==> config.mk <==
export PLATFORM = sky130hd
export DESIGN_NAME = pll_divider_serial_control
export DESIGN_NICKNAME = d
export VERILOG_FILES = /design/src/shared/pll_ctrl_pkg.sv /design/src/shared/div_if.sv /design/src/design/pll_divider_serial_control.sv /design/src/design/prog_divider.sv /design/src/design/lock_detector.sv
export SDC_FILE = /design/constraint.sdc
export NUM_CORES = 1
export LEC_CHECK = 0
export BUFFER_PORTS_ARGS = -buffer_cell sky130_fd_sc_hd__buf_2
export CORE_MARGIN = 1.5
export CORE_UTILIZATION = 52
export DETAILED_ROUTE_END_ITERATION = 10
export GPL_TIMING_DRIVEN = 1
export PLACE_DENSITY = 0.76
export SYNTH_ARGS = -nofsm -noshare
export SYNTH_HDL_FRONTEND = slang
export SYNTH_SLANG_ARGS = --single-unit
==> constraint.sdc <==
create_clock -name clk_sys -period 2.8 [get_ports clk_sys]
set_input_delay 0.56 -clock clk_sys [delete_from_list [all_inputs] [get_ports clk_sys]]
set_output_delay 0.56 -clock clk_sys [all_outputs]
set_load 0.05 [all_outputs]
==> src/shared/pll_ctrl_pkg.sv <==
package pll_ctrl_pkg;
  localparam int SHIFT_W        = 24;
  localparam int NDIV_W         = 13;
  localparam int RDIV_W         = 14;
  localparam int OBS_W          = 3;
  localparam logic [1:0] SEL_REF_LATCH  = 2'h0;
  localparam logic [1:0] SEL_FB_LATCH   = 2'h1;
  localparam logic [1:0] SEL_FUNC_LATCH = 2'h2;
  localparam logic [1:0] SEL_INIT_LATCH = 2'h3;
  // field positions in the 24-bit word
  localparam int RDIV_LSB       = 2;
  localparam int LOCK_PREC_POS  = 20;
  localparam int NDIV_LSB       = 8;
  localparam int PD_SEL_POS     = 7;
  localparam int OBS_LSB        = 4;
  localparam int PUMP_TRI_POS   = 9;
  // observation select codes
  localparam logic [2:0] OBS_LOW      = 3'h0;
  localparam logic [2:0] OBS_LOCK     = 3'h1;
  localparam logic [2:0] OBS_FB_DIV   = 3'h2;
  localparam logic [2:0] OBS_HIGH     = 3'h3;
  localparam logic [2:0] OBS_REF_DIV  = 3'h4;
  // lock detect timing
  localparam int CLK_PERIOD_PS  = 25000;
  localparam int LOCK_WIN_PS    = 15000;
  localparam int UNLOCK_WIN_PS  = 25000;
  localparam int LOCK_WIN_CYC   = (LOCK_WIN_PS + CLK_PERIOD_PS - 1) / CLK_PERIOD_PS;
  localparam int UNLOCK_WIN_CYC = (UNLOCK_WIN_PS / CLK_PERIOD_PS < 1) ? 1
                                  : UNLOCK_WIN_PS / CLK_PERIOD_PS;
  localparam logic [2:0] LOCK_CNT_NORMAL  = 3'h3;
  localparam logic [2:0] LOCK_CNT_PRECISE = 3'h5;
  localparam logic [SHIFT_W-1:0] LATCH_RESET = 24'h000000;
endpackage

==> src/shared/div_if.sv <==
`timescale 1ns/1ps
interface div_if #(parameter int W = 14);
  logic [W-1:0] ratio;
  logic         run;
  logic         tick;
  logic         out_div;
  modport ctrl (output ratio, output run, output tick, input out_div);
  modport div  (input ratio, input run, input tick, output out_div);
endinterface

==> src/design/pll_divider_serial_control.sv <==
`timescale 1ns/1ps
module pll_divider_serial_control
  import pll_ctrl_pkg::*;
#(
  parameter int NW = NDIV_W,
  parameter int RW = RDIV_W
) (
  input  wire logic          clk_sys,
  input  wire logic          nrst,
  input  wire logic          chip_enable,
  input  wire logic          serial_clock,
  input  wire logic          serial_data,
  input  wire logic          load_strobe,
  input  wire logic          reference_input,
  input  wire logic          feedback_input,
  input  wire logic          feedback_input_complement,
  output logic               observation_output,
  output logic               pump_output,
  output logic               pump_output_oe_n,
  output logic               powered_down,
  output logic               ref_bias_switch_a,
  output logic               ref_bias_switch_b,
  output logic               ref_park_switch,
  output logic               pfd_ref_clock,
  output logic               pfd_fb_clock,
  output logic [SHIFT_W-1:0] ref_latch,
  output logic [SHIFT_W-1:0] fb_latch,
  output logic [SHIFT_W-1:0] func_latch,
  output logic [SHIFT_W-1:0] init_latch
);
  typedef struct packed {
    logic [SHIFT_W-1:0] shift;
    logic               sclk_prev;
    logic               strobe_prev;
    logic               ref_prev;
    logic               fb_prev;
    logic [SHIFT_W-1:0] lat_ref;
    logic [SHIFT_W-1:0] lat_fb;
    logic [SHIFT_W-1:0] lat_func;
    logic [SHIFT_W-1:0] lat_init;
    logic               pd;
    logic               obs;
  } ctrl_state_t;
  ctrl_state_t s_q;
  ctrl_state_t s_d;

  logic ref_tick;
  logic fb_tick;
  logic locked;
  logic run;

  div_if #(.W(RW)) ref_bus ();
  div_if #(.W(NW)) fb_bus ();

  function automatic logic rise(input logic prev, input logic now);
    rise = now && !prev;
  endfunction

  assign ref_tick = rise(s_q.ref_prev, reference_input);
  // differential feedback: count only valid complementary rise
  assign fb_tick  = rise(s_q.fb_prev, feedback_input) && !feedback_input_complement;
  assign run      = !s_q.pd;

  assign ref_bus.ratio = s_q.lat_ref[RDIV_LSB +: RW];
  assign ref_bus.run   = run;
  assign ref_bus.tick  = ref_tick;
  assign fb_bus.ratio  = s_q.lat_fb[NDIV_LSB +: NW];
  assign fb_bus.run    = run;
  assign fb_bus.tick   = fb_tick;

  prog_divider #(.W(RW)) u_ref_div (
    .clk_sys (clk_sys),
    .nrst    (nrst),
    .bus     (ref_bus)
  );

  prog_divider #(.W(NW)) u_fb_div (
    .clk_sys (clk_sys),
    .nrst    (nrst),
    .bus     (fb_bus)
  );

  lock_detector u_lock (
    .clk_sys   (clk_sys),
    .nrst      (nrst),
    .enable    (run),
    .precise   (s_q.lat_ref[LOCK_PREC_POS]),
    .ref_pulse (ref_bus.out_div),
    .fb_pulse  (fb_bus.out_div),
    .locked    (locked)
  );

  always_comb begin
    s_d           = s_q;
    s_d.sclk_prev = serial_clock;
    s_d.strobe_prev = load_strobe;
    s_d.ref_prev  = reference_input;
    s_d.fb_prev   = feedback_input;
    if (rise(s_q.sclk_prev, serial_clock)) begin
      s_d.shift = {s_q.shift[SHIFT_W-2:0], serial_data};
    end
    if (rise(s_q.strobe_prev, load_strobe)) begin
      if (s_q.shift[1:0] == SEL_REF_LATCH) begin
        s_d.lat_ref = s_q.shift;
      end else if (s_q.shift[1:0] == SEL_FB_LATCH) begin
        s_d.lat_fb = s_q.shift;
      end else if (s_q.shift[1:0] == SEL_FUNC_LATCH) begin
        s_d.lat_func = s_q.shift;
      end else begin
        s_d.lat_init = s_q.shift;
      end
    end
    // power down: pin low, or select bit clear
    s_d.pd = !chip_enable || !s_q.lat_func[PD_SEL_POS];
    case (s_q.lat_func[OBS_LSB +: OBS_W])
      OBS_LOCK:    s_d.obs = locked;
      OBS_FB_DIV:  s_d.obs = fb_bus.out_div;
      OBS_HIGH:    s_d.obs = 1'b1;
      OBS_REF_DIV: s_d.obs = ref_bus.out_div;
      default:     s_d.obs = 1'b0;
    endcase
  end

  always_ff @(posedge clk_sys) begin
    if (!nrst) begin
      s_q          <= '0;
      s_q.pd       <= 1'b1;
      s_q.lat_ref  <= LATCH_RESET;
      s_q.lat_fb   <= LATCH_RESET;
      s_q.lat_func <= LATCH_RESET;
      s_q.lat_init <= LATCH_RESET;
    end else begin
      s_q <= s_d;
    end
  end

  assign observation_output = s_q.obs;
  assign powered_down       = s_q.pd;
  assign pump_output        = 1'b0;
  assign pump_output_oe_n   = s_q.pd || s_q.lat_func[PUMP_TRI_POS];
  assign ref_bias_switch_a  = !s_q.pd;
  assign ref_bias_switch_b  = !s_q.pd;
  assign ref_park_switch    = s_q.pd;
  assign pfd_ref_clock      = ref_bus.out_div;
  assign pfd_fb_clock       = fb_bus.out_div;
  assign ref_latch          = s_q.lat_ref;
  assign fb_latch           = s_q.lat_fb;
  assign func_latch         = s_q.lat_func;
  assign init_latch         = s_q.lat_init;
endmodule

==> src/design/prog_divider.sv <==
`timescale 1ns/1ps
module prog_divider #(
  parameter int W = 14
) (
  input wire logic clk_sys,
  input wire logic nrst,
  div_if.div       bus
);
  typedef struct packed {
    logic [W-1:0] cnt;
    logic         pulse;
  } div_state_t;
  div_state_t s_q;
  div_state_t s_d;
  localparam logic [W-1:0] ONE = {{(W-1){1'b0}}, 1'b1};

  always_comb begin
    s_d = s_q;
    if (!bus.run) begin
      s_d.cnt   = '0;
      s_d.pulse = 1'b0;
    end else if (bus.tick) begin
      // binary count, pulse on terminal count; ratio 0 treated as 1
      if (s_q.cnt + ONE >= bus.ratio) begin
        s_d.cnt   = '0;
        s_d.pulse = 1'b1;
      end else begin
        s_d.cnt   = s_q.cnt + ONE;
        s_d.pulse = 1'b0;
      end
    end else begin
      s_d.pulse = 1'b0;
    end
  end

  always_ff @(posedge clk_sys) begin
    if (!nrst) begin
      s_q <= '0;
    end else begin
      s_q <= s_d;
    end
  end

  assign bus.out_div = s_q.pulse;
endmodule

==> src/design/lock_detector.sv <==
`timescale 1ns/1ps
module lock_detector
  import pll_ctrl_pkg::*;
(
  input  wire logic clk_sys,
  input  wire logic nrst,
  input  wire logic enable,
  input  wire logic precise,
  input  wire logic ref_pulse,
  input  wire logic fb_pulse,
  output wire logic locked
);
  typedef struct packed {
    logic       waiting;
    logic [7:0] gap;
    logic [2:0] good;
    logic       lock;
  } lock_state_t;
  lock_state_t s_q;
  lock_state_t s_d;
  logic [2:0]  need;

  always_comb begin
    s_d  = s_q;
    need = precise ? LOCK_CNT_PRECISE : LOCK_CNT_NORMAL;
    if (!enable) begin
      s_d = '0;
    end else if (ref_pulse && fb_pulse) begin
      s_d.waiting = 1'b0;
      s_d.gap     = '0;
      if (s_q.good + 3'h1 >= need) begin
        s_d.lock = 1'b1;
      end
      if (s_q.good < need) begin
        s_d.good = s_q.good + 3'h1;
      end
    end else if ((ref_pulse || fb_pulse) && !s_q.waiting) begin
      s_d.waiting = 1'b1;
      s_d.gap     = 8'h01;
    end else if ((ref_pulse || fb_pulse) && s_q.waiting) begin
      // phase error measured in cycles between edges
      s_d.waiting = 1'b0;
      s_d.gap     = '0;
      if (32'(s_q.gap) < LOCK_WIN_CYC) begin
        if (s_q.good + 3'h1 >= need) begin
          s_d.lock = 1'b1;
        end
        if (s_q.good < need) begin
          s_d.good = s_q.good + 3'h1;
        end
      end else begin
        s_d.good = '0;
        if (32'(s_q.gap) > UNLOCK_WIN_CYC) begin
          s_d.lock = 1'b0;
        end
      end
    end else if (s_q.waiting && s_q.gap != 8'hFF) begin
      s_d.gap = s_q.gap + 8'h01;
    end
  end

  always_ff @(posedge clk_sys) begin
    if (!nrst) begin
      s_q <= '0;
    end else begin
      s_q <= s_d;
    end
  end

  assign locked = s_q.lock;
endmodule

Word level (Yosys, flattened, before mapping) --
Cells that the tools add are included.
Word-level totals: logic and storage cells 96, input bits 9, bits in registers 168, output and inout port bits 105
Cells by class: add/subtract/negate cells 4, magnitude comparators 6, mux-type cells 15, reductions and logical operators 37, eq/ne operators 8, bitwise operators 6
Operator list (number):
- $mux W4 | 4
- $mux W8 | 2
- $mux W15 | 1
- $add A14 B1 Y14 const B | 1
- $ge A14 B14 Y1 | 1
- $mux W14 | 1
- $add A13 B1 Y13 const B | 1
- $ge A13 B13 Y1 | 1
- $logic_and A1 B1 Y1 | 9
- $logic_not A1 Y1 | 9
- $mux W9 | 1
- $reduce_or A3 Y1 | 3
- $add A8 B1 Y8 const B | 1
- $gt A8 B1 Y1 const B | 1
- $lt A8 B1 Y1 const B | 1
- $ne A8 B8 Y1 const B | 1
- $reduce_and A4 Y1 | 2
- $eq A3 B2 Y1 const B | 2
- $mux W3 | 2
- $not A1 Y1 | 6
- $reduce_and A3 Y1 | 2
- $reduce_bool A3 Y1 | 2
- $reduce_or A5 Y1 | 1
- $pmux W1 S4 | 1
- other kinds (14) | 20

Longest topological paths before layout --
Gate-level depths: netlist of run 1.
depth in word-level cells 7, depth in mapped cells 14, mapped depth without buffers 13

Modules after synthesis --
Synthesis of run 1 repeated with hierarchy kept, for this count alone.
Second synthesis, totals: cells, all modules 1012, area, all modules 8520.7 um^2
Modules (own cells, without submodules):
- pll_divider_serial_control | area an instance 5270.1 um^2, instances 1, seq. area each 2522.4 um^2, cells each 607
- prog_divider at u_ref_div | area an instance 1228.7 um^2, instances 1, seq. area each 300.3 um^2, cells each 153
- prog_divider at u_fb_div | area an instance 1194.9 um^2, instances 1, seq. area each 280.3 um^2, cells each 155
- lock_detector | area an instance 827.0 um^2, instances 1, seq. area each 260.2 um^2, cells each 97

Least setup slack after synthesis of run 1 --
OpenSTA, ideal clock, no wires.
kind reg-to-reg, start register u_ref_div.s_q[1] (netlist bit), end register u_ref_div.s_q[3] (netlist bit), setup slack -0.038 ns, period minus slack after synthesis 2.838 ns, setup time 0.062 ns, data arrival time 2.775 ns, data required time 2.738 ns, stages on the path, launching flop included 14, path buffers 0, cell sequence dfxtp_1 -> ha_1 -> nand3_1 -> nor2_1 -> nand2_1 -> nor3_1 -> xnor2_1 -> ha_1 -> a21oi_1 -> nand2_1 -> a221oi_2 -> o311ai_2 -> or3b_1 -> nand3_1
Between the ends: longest elaborated chain between the ends 3
RTL lines:
- start, declared | RTL line prog_divider.sv:13 | div_state_t s_q;
- start signal, assigned | RTL line prog_divider.sv:38 | s_q <= '0;
- start signal, assigned | RTL line prog_divider.sv:40 | s_q <= s_d;
- $add A14 B1 Y14 * | RTL line prog_divider.sv:24, prog_divider.sv:28
- $ge A14 B14 Y1 | RTL line prog_divider.sv:24 | if (s_q.cnt + ONE >= bus.ratio) begin
- $mux W15 * | RTL line prog_divider.sv:24
Mark *: on every way between the ends. The rest lies on a longest branch, timed or not. A chain may end at the register's enable or synchronous reset.

Worst setup path after layout of run 1 --
Same ends and word-level chain as after synthesis.

==> reports/metrics.cfg, run 1 <==
[sta]
rsz0062_at_grt = true
post-route-min-period_ps = 2890
maxSlewHeadroom_pct = 33.4
hold_viol = 0
finalClockSkew_ps = 8.36
timing.final.ws_setup_ps = -85.8
report.final.setup_viol = 6
max_freq_mhz = 347
worstMarginPinSlew_ps = 1000
finalCritPeriodShare_pct = 103
slew_violations = 0

[power_and_ir_drop]
intPower_w = 0.00371
p_seq_share_pct = 49.8
combPwrFrac_pct = 2.7
clock_power_share_pct = 47.5
pwr_density_cell_nw_per_um2 = 513
p_switching_w = 0.00109
vdd_ir_drop_max_mv = 0.480
p_leak_nw = 3.83
p_sw_share_pct = 22.7

[finish]
area_growth_pct = 11.9
drive_gt1_share_pct = 21.8
postLayoutCoreUtil_pct = 59.2
fin_nets = 1107
diodes = 0

[clock_network]
clk_latency_ps = 430
cts_buffers = 17
root_buffer = clkbuf_16
ctsHtreeMaxLevel = 4
cts_hold_buf = 0
cts_buffer_depth = 2
cts.sinks = 168
path_clk_slew_ps = 70
cts_tree = built

[logic_synthesis]
syn_area_um2 = 8370
synth_seq_cells = 168
seq_area_frac_synth_pct = 40.2
ys_warn_count = 0
synth_cell_types = 61
synth_area_leader_cell = dfxtp_1
syn_inst = 1024
syn_area_per_cell_um2 = 8.17
syn-num-nets = 1073
synth_edf_count = 0
yosysTopAreaCellShare_pct = 40.2
synth_area_leaders = dfxtp_1 (40%), nand2_1 (14%), a21boi_0 (11%)
async_reset_ff_share_pct = 0
synthFlopType = dfxtp_1

[floorplanning]
die_x_um = 130
ios = 114
dieArea_um2 = 16900
start_util_pct = 52.9
rows = 46
fp.coreArea_um2 = 15800
die_y_um = 130

[placed_design]
io_buffers = 112
dp_slack_ps = -278
hpwlAfterDp_um = 13300
place.gp.congestion = 0.819

[worst_setup_path]
r2r_start = u_ref_div.s_q[1]
slowest_delay_ps = 420
critPathKind = flip-flop to flip-flop
slowest_stage = nor3_1
cp_max_fo = 5
path_cells = ha_4 -> nand3_4 -> buf_4 -> nor3_1 -> or2_4 -> ha_4 -> nand4_1 -> o21ai_1 -> a221oi_2 -> buf_4 -> o311ai_4 -> or3b_1 -> nand3_1
cp-start-kind = flip-flop
r2r_end = u_ref_div.s_q[3]
critPathRequiredTime_ps = 3160
r2r_slack_ps = -90
cp_top_family = simple AND/OR/NAND/NOR gates
endpoint_kind = flip-flop
cp_data_arrival_time_ps = 3250
reg2reg_depth = 13
critical_path_buf_inv_count = 2

[worst_hold_path]
hp-class = primary input to flip-flop
hold_start = chip_enable
hold_depth = 2
whs_endpoint = powered_down

[route]
drc_errors = 0
num_vias = 6715
drtAntennaViolNets = 0
first_pass_iters = 5
routedWlPerCell_um = 15.4
vias_per_cell = 5.22
wirelength_um = 19800
drtIter0Drc = 392

[global_routing]
grt_max_degree = 126
grt_pass1_wl_um = 31300
grt_overflow = 0
antenna_found_initial = 0
grt_pass1_vias = 6277
grt_usage_pct = 23.9

[run]
drv_cap = 0

[run_status]
violations = setup timing
status = finished with violations

per-stage QoR:
| stage | total power, W | hold WS, ps | instances | setup TNS, ps | cell area, um2 |
|---|---|---|---|---|---|
| floorplan | 0.00255 | 381 | 1024 | 0 | 8380 |
| global placement | 0.00258 | 411 | 1245 | -542 | 8580 |
| detailed placement | 0.00258 | 427 | 1245 | -1700 | 8580 |
| CTS | 0.00483 | 314 | 1283 | 0 | 9260 |
| global route | 0.00495 | 321 | 1287 | -2500 | 9370 |
| finish | 0.00481 | 321 | 1287 | -282 | 9370 |
cells in the mapped netlist (6+ instances only):
cell	instances
nand2b_1	16
xor2_1	13
a21oi_1	21
nand2_1	307
clkbuf_1	37
nor3_1	7
inv_1	36
nand4_1	10
o21ai_0	12
ha_1	40
nor2_1	25
nand3_1	16
and2_1	6
dfxtp_1	168
buf_4	99
xnor2_1	13
a21boi_0	119
buf_2	8
how the worst max path moves through the flow:
stage,start,to,slack [ps],depth (start not counted)
floorplan,u_ref_div.s_q[1],u_ref_div.s_q[3],8,13
CTS,u_ref_div.s_q[1],u_ref_div.s_q[3],6,15
finish,u_ref_div.s_q[1],u_ref_div.s_q[3],-90,13
global placement,u_ref_div.s_q[1],u_ref_div.s_q[10],-180,13
detailed placement,u_ref_div.s_q[1],u_ref_div.s_q[10],-280,13
global route,u_ref_div.s_q[4],u_ref_div.s_q[3],-250,15
final cells by class:
cell class | instances | area [um2]
inverters | 36 | 135
flip-flops and latches | 168 | 3380
clock inverters | 13 | 120
repair buffers | 160 | 937
multi-input cells | 675 | 4070
fillers | 1375 | 6460
clock buffers | 19 | 453
well taps | 216 | 270
timing repair:
item                       CTS  global route
pin swaps                   15            15
setup endpoints to repair   15            28
resized for setup           17            19
hold endpoints to repair     0             0
buffers inserted             6             4
placed cells by master, fill, tap and decap left out, types with 10 or more instances in the layout:
master	count
nand2_1	304
inv_1	36
buf_4	46
clkbuf_16	17
xor2_1	13
nand2b_1	16
xnor2_1	12
a21oi_1	20
dfxtp_1	161
buf_2	112
nand4_1	10
nand3_1	15
ha_1	37
a21boi_0	119
nor2_1	22
logic make-up (layout without fill, tap and decap cells):
kind of cell | count (synthesis) | in the layout | share of synthesized area, %
compound gates | 184 | 184 | 16.0
xor+xnor | 27 | 27 | 2.91
fa+ha+maj | 40 | 40 | 5.98
buf+inv | 181 | 228 | 12.7
flops | 168 | 168 | 40.2
mux | 1 | 1 | 0.120
other cells | 1 | 1 | 0.0448
simple gates | 422 | 422 | 22.1
flip-flops by register name (all words and copies together), names as in the netlist:
name and count:
u_fb_div.s_q 13, s_q 28, func_latch 24, u_lock.s_q 12
init_latch 24, ref_latch 24, fb_latch 24, u_ref_div.bus.out_div 1
observation_output 1, u_ref_div.s_q 14, u_lock.locked 1, u_fb_div.bus.out_div 1
powered_down 1
worst reg2reg max path, delay by kind of cell (launching register included):
kind	cells	cell delay, ps
and+or+nand+nor	6	1310
AOI/OAI and AO/OA	3	450
DFF	1	400
adders and majority gates	2	350
buffers and inverters	2	310
layer usage:
layer	routed length [um]	up-vias	share of wire (%)	track usage (%)
li1	-	3317	-	-
met1	8840	3163	45	30.1
met2	9550	198	48	40.6
met3	1040	37	5.3	5.41
met4	402	0	2.0	8.04
met5	0	-	0	0
power groups by stage:
stage	sequential (W)	combinational, W	clock (W)
after floorplan	0.00245	0.0000953	0
after global placement	0.00245	0.000129	0
after detailed placement	0.00245	0.000129	0
after CTS	0.00240	0.000129	0.00231
after global routing	0.00239	0.000141	0.00241
final	0.00239	0.000130	0.00228
Note: power is estimated with default switching activity, not from simulation.
==> inputs of run 2 (changes only) <==
--- a/config.mk
+++ b/config.mk
@@ -11,6 +11,7 @@
 export DETAILED_ROUTE_END_ITERATION = 10
 export GPL_TIMING_DRIVEN = 1
 export PLACE_DENSITY = 0.76
+export SETUP_SLACK_MARGIN = 0.15
 export SYNTH_ARGS = -nofsm -noshare
 export SYNTH_HDL_FRONTEND = slang
 export SYNTH_SLANG_ARGS = --single-unit
==> reports/metrics.cfg, run 2 (synthesis results as in run 1) <==
[finish]
design_area_um2 = 9400  ; +0.36%
diodes = 0  ; unchanged
mostFrequentLayoutCells = nand2_1 (305), dfxtp_1 (161), a21boi_0 (119)
final_common_cell = nand2_1
fillCellCount = 1401  ; +1.9%
area_growth_pct = 12.3
top_register = s_q
largest_register_ffs = 28  ; unchanged
fin_nets = 1099  ; -0.72%
drive_gt1_share_pct = 21.9  ; +0.16 points

[worst_setup_path]
cp_max_fo = 5  ; unchanged
r2r_slack_ps = -10  ; +80 ps
reg2reg_depth = 13  ; unchanged
critPathKind = flip-flop to flip-flop
r2r_start = u_ref_div.s_q[2]
cp-start-kind = flip-flop
endpoint_kind = flip-flop
cp_data_arrival_time_ps = 3130  ; -120 ps
r2r_end = u_ref_div.s_q[10]
critPathRequiredTime_ps = 3110  ; -50 ps

[placed_design]
io_buffers = 112  ; unchanged
place_area_um2 = 8570  ; -0.12%
hpwlAfterDp_um = 12900  ; -2.6%
place.gp.congestion = 0.863  ; +5.4%
dp_slack_ps = -135  ; +143 ps

[sta]
slew_violations = 0  ; unchanged
finalCritPeriodShare_pct = 100  ; -2.7 points
worstMarginPinSlew_ps = 1040  ; +39.5 ps
rsz0062_at_grt = true
finalClockSkew_ps = 8.66  ; +0.301 ps
report.final.setup_viol = 2  ; -4
fin_tns_setup_ps = -13.9  ; +268 ps
post-route-min-period_ps = 2810  ; -75.0 ps
hold_viol = 0  ; unchanged
maxSlewHeadroom_pct = 30.7  ; -2.6 points
timing.final.ws_setup_ps = -10.8  ; +75.0 ps
max_freq_mhz = 356  ; +2.7%

[route]
drtAntennaViolNets = 0  ; unchanged
drtIter0Drc = 386  ; -1.5%
drc_errors = 0  ; unchanged
wirelength_um = 19400  ; -2.4%
first_pass_iters = 5  ; unchanged
vias_per_cell = 5.13  ; -1.7%
routedWlPerCell_um = 15.1  ; -1.8%
num_vias = 6559  ; -2.3%

[worst_hold_path]
whs_endpoint = powered_down
hp-class = primary input to flip-flop
hold_start = chip_enable
hold_depth = 2  ; unchanged

[clock_network]
cts_buffers = 17  ; unchanged
root_buffer = clkbuf_16
clk_latency_ps = 430  ; about the same
cts.sinks = 168  ; unchanged
path_clk_slew_ps = 60  ; about the same
cts_buffer_depth = 2  ; unchanged
cts_hold_buf = 0  ; unchanged
ctsHtreeMaxLevel = 4  ; unchanged
cts_tree = built

[run_status]
status = finished with violations
violations = setup timing

[run]
drv_cap = 0  ; unchanged

[power_and_ir_drop]
power.total_w = 0.00479  ; -0.42%
p_leak_nw = 3.83  ; about the same
vdd_ir_drop_max_mv = 0.441  ; -8.2%
pwr_density_cell_nw_per_um2 = 509  ; -0.78%

[floorplanning]
die_y_um = 130  ; unchanged
die_x_um = 130  ; unchanged
rows = 46  ; unchanged
ios = 114  ; unchanged
start_util_pct = 52.9  ; unchanged
dieArea_um2 = 16900  ; unchanged
fp.coreArea_um2 = 15800  ; unchanged

[global_routing]
antenna_found_initial = 0  ; unchanged
grt_overflow = 0  ; unchanged
grt_pass1_vias = 6063  ; -3.4%
grt_max_degree = 127  ; +0.79%
grt_pass1_wl_um = 30500  ; -2.8%
grt_usage_pct = 23.2  ; -0.68 points

==> run 2: per-stage QoR <==
step           util, %  instances  hold WS (ps)
2_1_floorplan        -       1024           381
3_3_place_gp      54.2       1239           412
3_5_place_dp      54.2       1239           413
4_1_cts           58.7       1278           315
5_1_grt           59.4       1279           333
6_report          59.4       1279           327
==> run 2: layout make-up <==
class / instances / area, um2 / share of cell area, %
repair buffers: 152 / 906 / 9.64
flip-flops and latches: 168 / 3380 / 36.0
multi-input cells: 675 / 4130 / 44.0
clock inverters: 7 / 66.3 / 0.705
well taps: 216 / 270 / 2.88
clock buffers: 25 / 505 / 5.38
inverters: 36 / 135 / 1.44
==> run 2: what timing repair did <==
item                       4_1_cts  5_1_grt
hold endpoints to repair         0        0
setup buffers                    6        1
resized for setup               22       24
cloned                           1        0
pin swaps                       23       13
setup endpoints to repair       27       28
==> run 2: where the power goes <==
group	total (W)	switching, W	internal (W)	leakage, nW
Sequential	0.00239	0.00000260	0.00239	1.36
Clock	0.00226	0.000923	0.00134	0.283
Combinational	0.000133	0.0000871	0.0000457	2.19
==> run 2: critical path, stage by stage, from the launching register on <==
cell      delay (ps)
dfxtp_4          380
ha_4             160
nand3_4           80
nor2_4           130
nand2_2           90
nor3_2           150
xnor2_1          130
ha_1             350
nand4_1          160
or2_4            290
o311ai_4         310
buf_4            180
nor2_1            40
a211o_1          250
==> run 2: per-layer routing <==
metal,part of all wire (%),global-route usage [%]
met1,46,29.7
met2,48,38.8
met3,5.5,6.27
met4,1.1,6.14
met5,0,0
==> run 2: how the worst max path moves through the flow <==
| stage | start | to | slack [ps] | cells after the start |
|---|---|---|---|---|
| final | u_ref_div.s_q[2] | u_ref_div.s_q[10] | -10 | 13 |
| after floorplan | u_ref_div.s_q[10] | u_ref_div.s_q[11] | 150 | 10 |
| after global placement | u_ref_div.s_q[1] | u_ref_div.s_q[10] | -90 | 13 |
| after CTS | u_ref_div.s_q[2] | u_ref_div.s_q[10] | 70 | 13 |
| after detailed placement | u_ref_div.s_q[1] | u_ref_div.s_q[10] | -130 | 13 |
| after global routing | u_ref_div.s_q[2] | u_ref_div.s_q[2] | -150 | 14 |
==> inputs of run 3 (changes only) <==
--- a/config.mk
+++ b/config.mk
@@ -8,10 +8,12 @@
 export BUFFER_PORTS_ARGS = -buffer_cell sky130_fd_sc_hd__buf_2
 export CORE_MARGIN = 1.5
 export CORE_UTILIZATION = 52
+export CTS_CLUSTER_SIZE = 40
 export DETAILED_ROUTE_END_ITERATION = 10
 export GPL_TIMING_DRIVEN = 1
 export PLACE_DENSITY = 0.76
 export SETUP_SLACK_MARGIN = 0.15
+export SKIP_CTS_REPAIR_TIMING = 1
 export SYNTH_ARGS = -nofsm -noshare
 export SYNTH_HDL_FRONTEND = slang
 export SYNTH_SLANG_ARGS = --single-unit
==> reports/metrics.cfg, run 3 (synthesis results as in run 1) <==
[run_status]
status = finished with violations
violations = setup timing

[finish]
area_growth_pct = 12.0
mostFrequentLayoutCells = nand2_1 (304), dfxtp_1 (161), a21boi_0 (119)
diodes = 0  ; unchanged
fin_nets = 1095  ; -0.36%
drive_gt1_share_pct = 21.9  ; about the same
final_common_cell = nand2_1
top_register = s_q
postLayoutCoreUtil_pct = 59.2  ; -0.16 points
largest_register_ffs = 28  ; unchanged

[sta]
worstMarginPinSlew_ps = 1040  ; +3.25 ps
fin_tns_setup_ps = -36.1  ; -22.2 ps
rsz0062_at_grt = true
report.final.setup_viol = 2  ; unchanged
post-route-min-period_ps = 2820  ; +10.7 ps
hold_viol = 0  ; unchanged
max_freq_mhz = 354  ; -0.38%
finalCritPeriodShare_pct = 101  ; +0.38 points
timing.final.ws_setup_ps = -21.5  ; -10.7 ps
slew_violations = 0  ; unchanged
finalClockSkew_ps = 9.21  ; +0.550 ps
fin_hold_ws_ps = 327  ; +0.267 ps
maxSlewHeadroom_pct = 30.5  ; -0.22 points

[worst_setup_path]
critPathRequiredTime_ps = 3150  ; +40 ps
cp_top_family = compound AO/OA/AOI/OAI gates
slowest_delay_ps = 390  ; about the same
crit_end = u_ref_div.s_q[3]
critPathKind = flip-flop to flip-flop
slowest_stage = dfxtp_4
cp_data_arrival_time_ps = 3170  ; +40 ps
r2r_start = u_ref_div.s_q[1]
critical_path_buf_inv_count = 1  ; unchanged
crit_cells = 14  ; +1
cp-startpoint = u_ref_div.s_q[1]
endpoint_kind = flip-flop
cp-start-kind = flip-flop
path_cells = ha_4 -> nand3_4 -> nor2_4 -> nand2_2 -> nor3_2 -> xnor2_1 -> ha_1 -> a21oi_1 -> nand2_1 -> a221oi_4 -> o31a_1 -> buf_6 -> nand4b_1 -> nand3_1
r2r_slack_ps = -20  ; about the same
cp_max_fo = 6  ; +1
reg2reg_depth = 14  ; +1
r2r_end = u_ref_div.s_q[3]

[clock_network]
root_buffer = clkbuf_16
cts_buffer_depth = 2  ; unchanged
cts.sinks = 168  ; unchanged
clk_latency_ps = 420  ; about the same
cts_tree = built
path_clk_slew_ps = 60  ; about the same
cts_buffers = 17  ; unchanged
ctsHtreeMaxLevel = 4  ; unchanged

[worst_hold_path]
hp-class = primary input to flip-flop
hold_start = chip_enable

[global_routing]
grt_pass1_wl_um = 29500  ; -3.1%
grt_max_degree = 127  ; unchanged
grt_pass1_vias = 5898  ; -2.7%
grt_usage_pct = 22.5  ; -0.78 points
antenna_found_initial = 0  ; unchanged
grt_overflow = 0  ; unchanged

[floorplanning]
rows = 46  ; unchanged
die_y_um = 130  ; unchanged
die_x_um = 130  ; unchanged
ios = 114  ; unchanged
dieArea_um2 = 16900  ; unchanged
fp.coreArea_um2 = 15800  ; unchanged
start_util_pct = 52.9  ; unchanged

[run]
drv_cap = 0  ; unchanged

[route]
routedWlPerCell_um = 15.0  ; -0.59%
wirelength_um = 19200  ; -0.90%
num_vias = 6475  ; -1.3%
drc_errors = 0  ; unchanged
drtIter0Drc = 325  ; -16%
first_pass_iters = 4  ; -1
vias_per_cell = 5.08  ; -0.97%
drtAntennaViolNets = 0  ; unchanged

[power_and_ir_drop]
p_leak_nw = 3.79  ; -1.0%
vdd_ir_drop_max_mv = 0.433  ; -1.7%
pwr_density_cell_nw_per_um2 = 510  ; +0.12%

[placed_design]
hpwlAfterDp_um = 12900  ; unchanged
place.gp.congestion = 0.863  ; unchanged
io_buffers = 112  ; unchanged
dp_slack_ps = -135  ; unchanged

-- run 3: cell types whose count changed in the layout (fill, tap and decap cells not counted), sizes merged --
cell / before / now
buf: 152 / 148
-- run 3: metal layers --
metal,GRT usage [%],wire [um],vias up
li1,-,-,3293
met1,29.4,8820,3014
met2,37.1,9190,148
met3,6.07,977,20
met4,5.23,194,0
met5,0,0,-
-- run 3: worst min path at each step --
stage                         endpoint  slack, ps  depth (start not counted)
after floorplan           powered_down        380                          1
after global placement    powered_down        410                          1
after detailed placement  powered_down        410                          1
after CTS                 powered_down        310                          2
after global routing      powered_down        330                          2
final                     powered_down        330                          2
-- run 3: layout make-up --
type,instances,area [um2]
fill,1415,6450
timing repair buffer,148,867
multi-input combinational,675,4150
tap,216,270
inverter,36,135
sequential,168,3380
clock inverter,7,66.3
clock buffer,25,505
-- run 3: worst register-to-register path, stage by stage (launching register included) --
cell      delay (ps)
dfxtp_4          390
ha_4             160
nand3_4           80
nor2_4           140
nand2_2           80
nor3_2           160
xnor2_1          170
ha_1             290
a21oi_1          130
nand2_1          100
a221oi_4         370
o31a_1           300
buf_6            160
nand4b_1         100
nand3_1          100
-- run 3: where the power goes --
group          leakage (nW)  switching (W)  internal [W]
sequential             1.36     0.00000263       0.00239
clock                 0.283       0.000915       0.00134
combinational          2.15      0.0000879     0.0000457
total                  3.79        0.00101       0.00377
-- run 3: through the flow --
step	instances	area (um2)	power [W]
global placement	1239	8570	0.00258
floorplan	1024	8400	0.00255
CTS	1271	9140	0.00483
detailed placement	1239	8570	0.00258
finish	1275	9380	0.00478
global route	1275	9380	0.00493
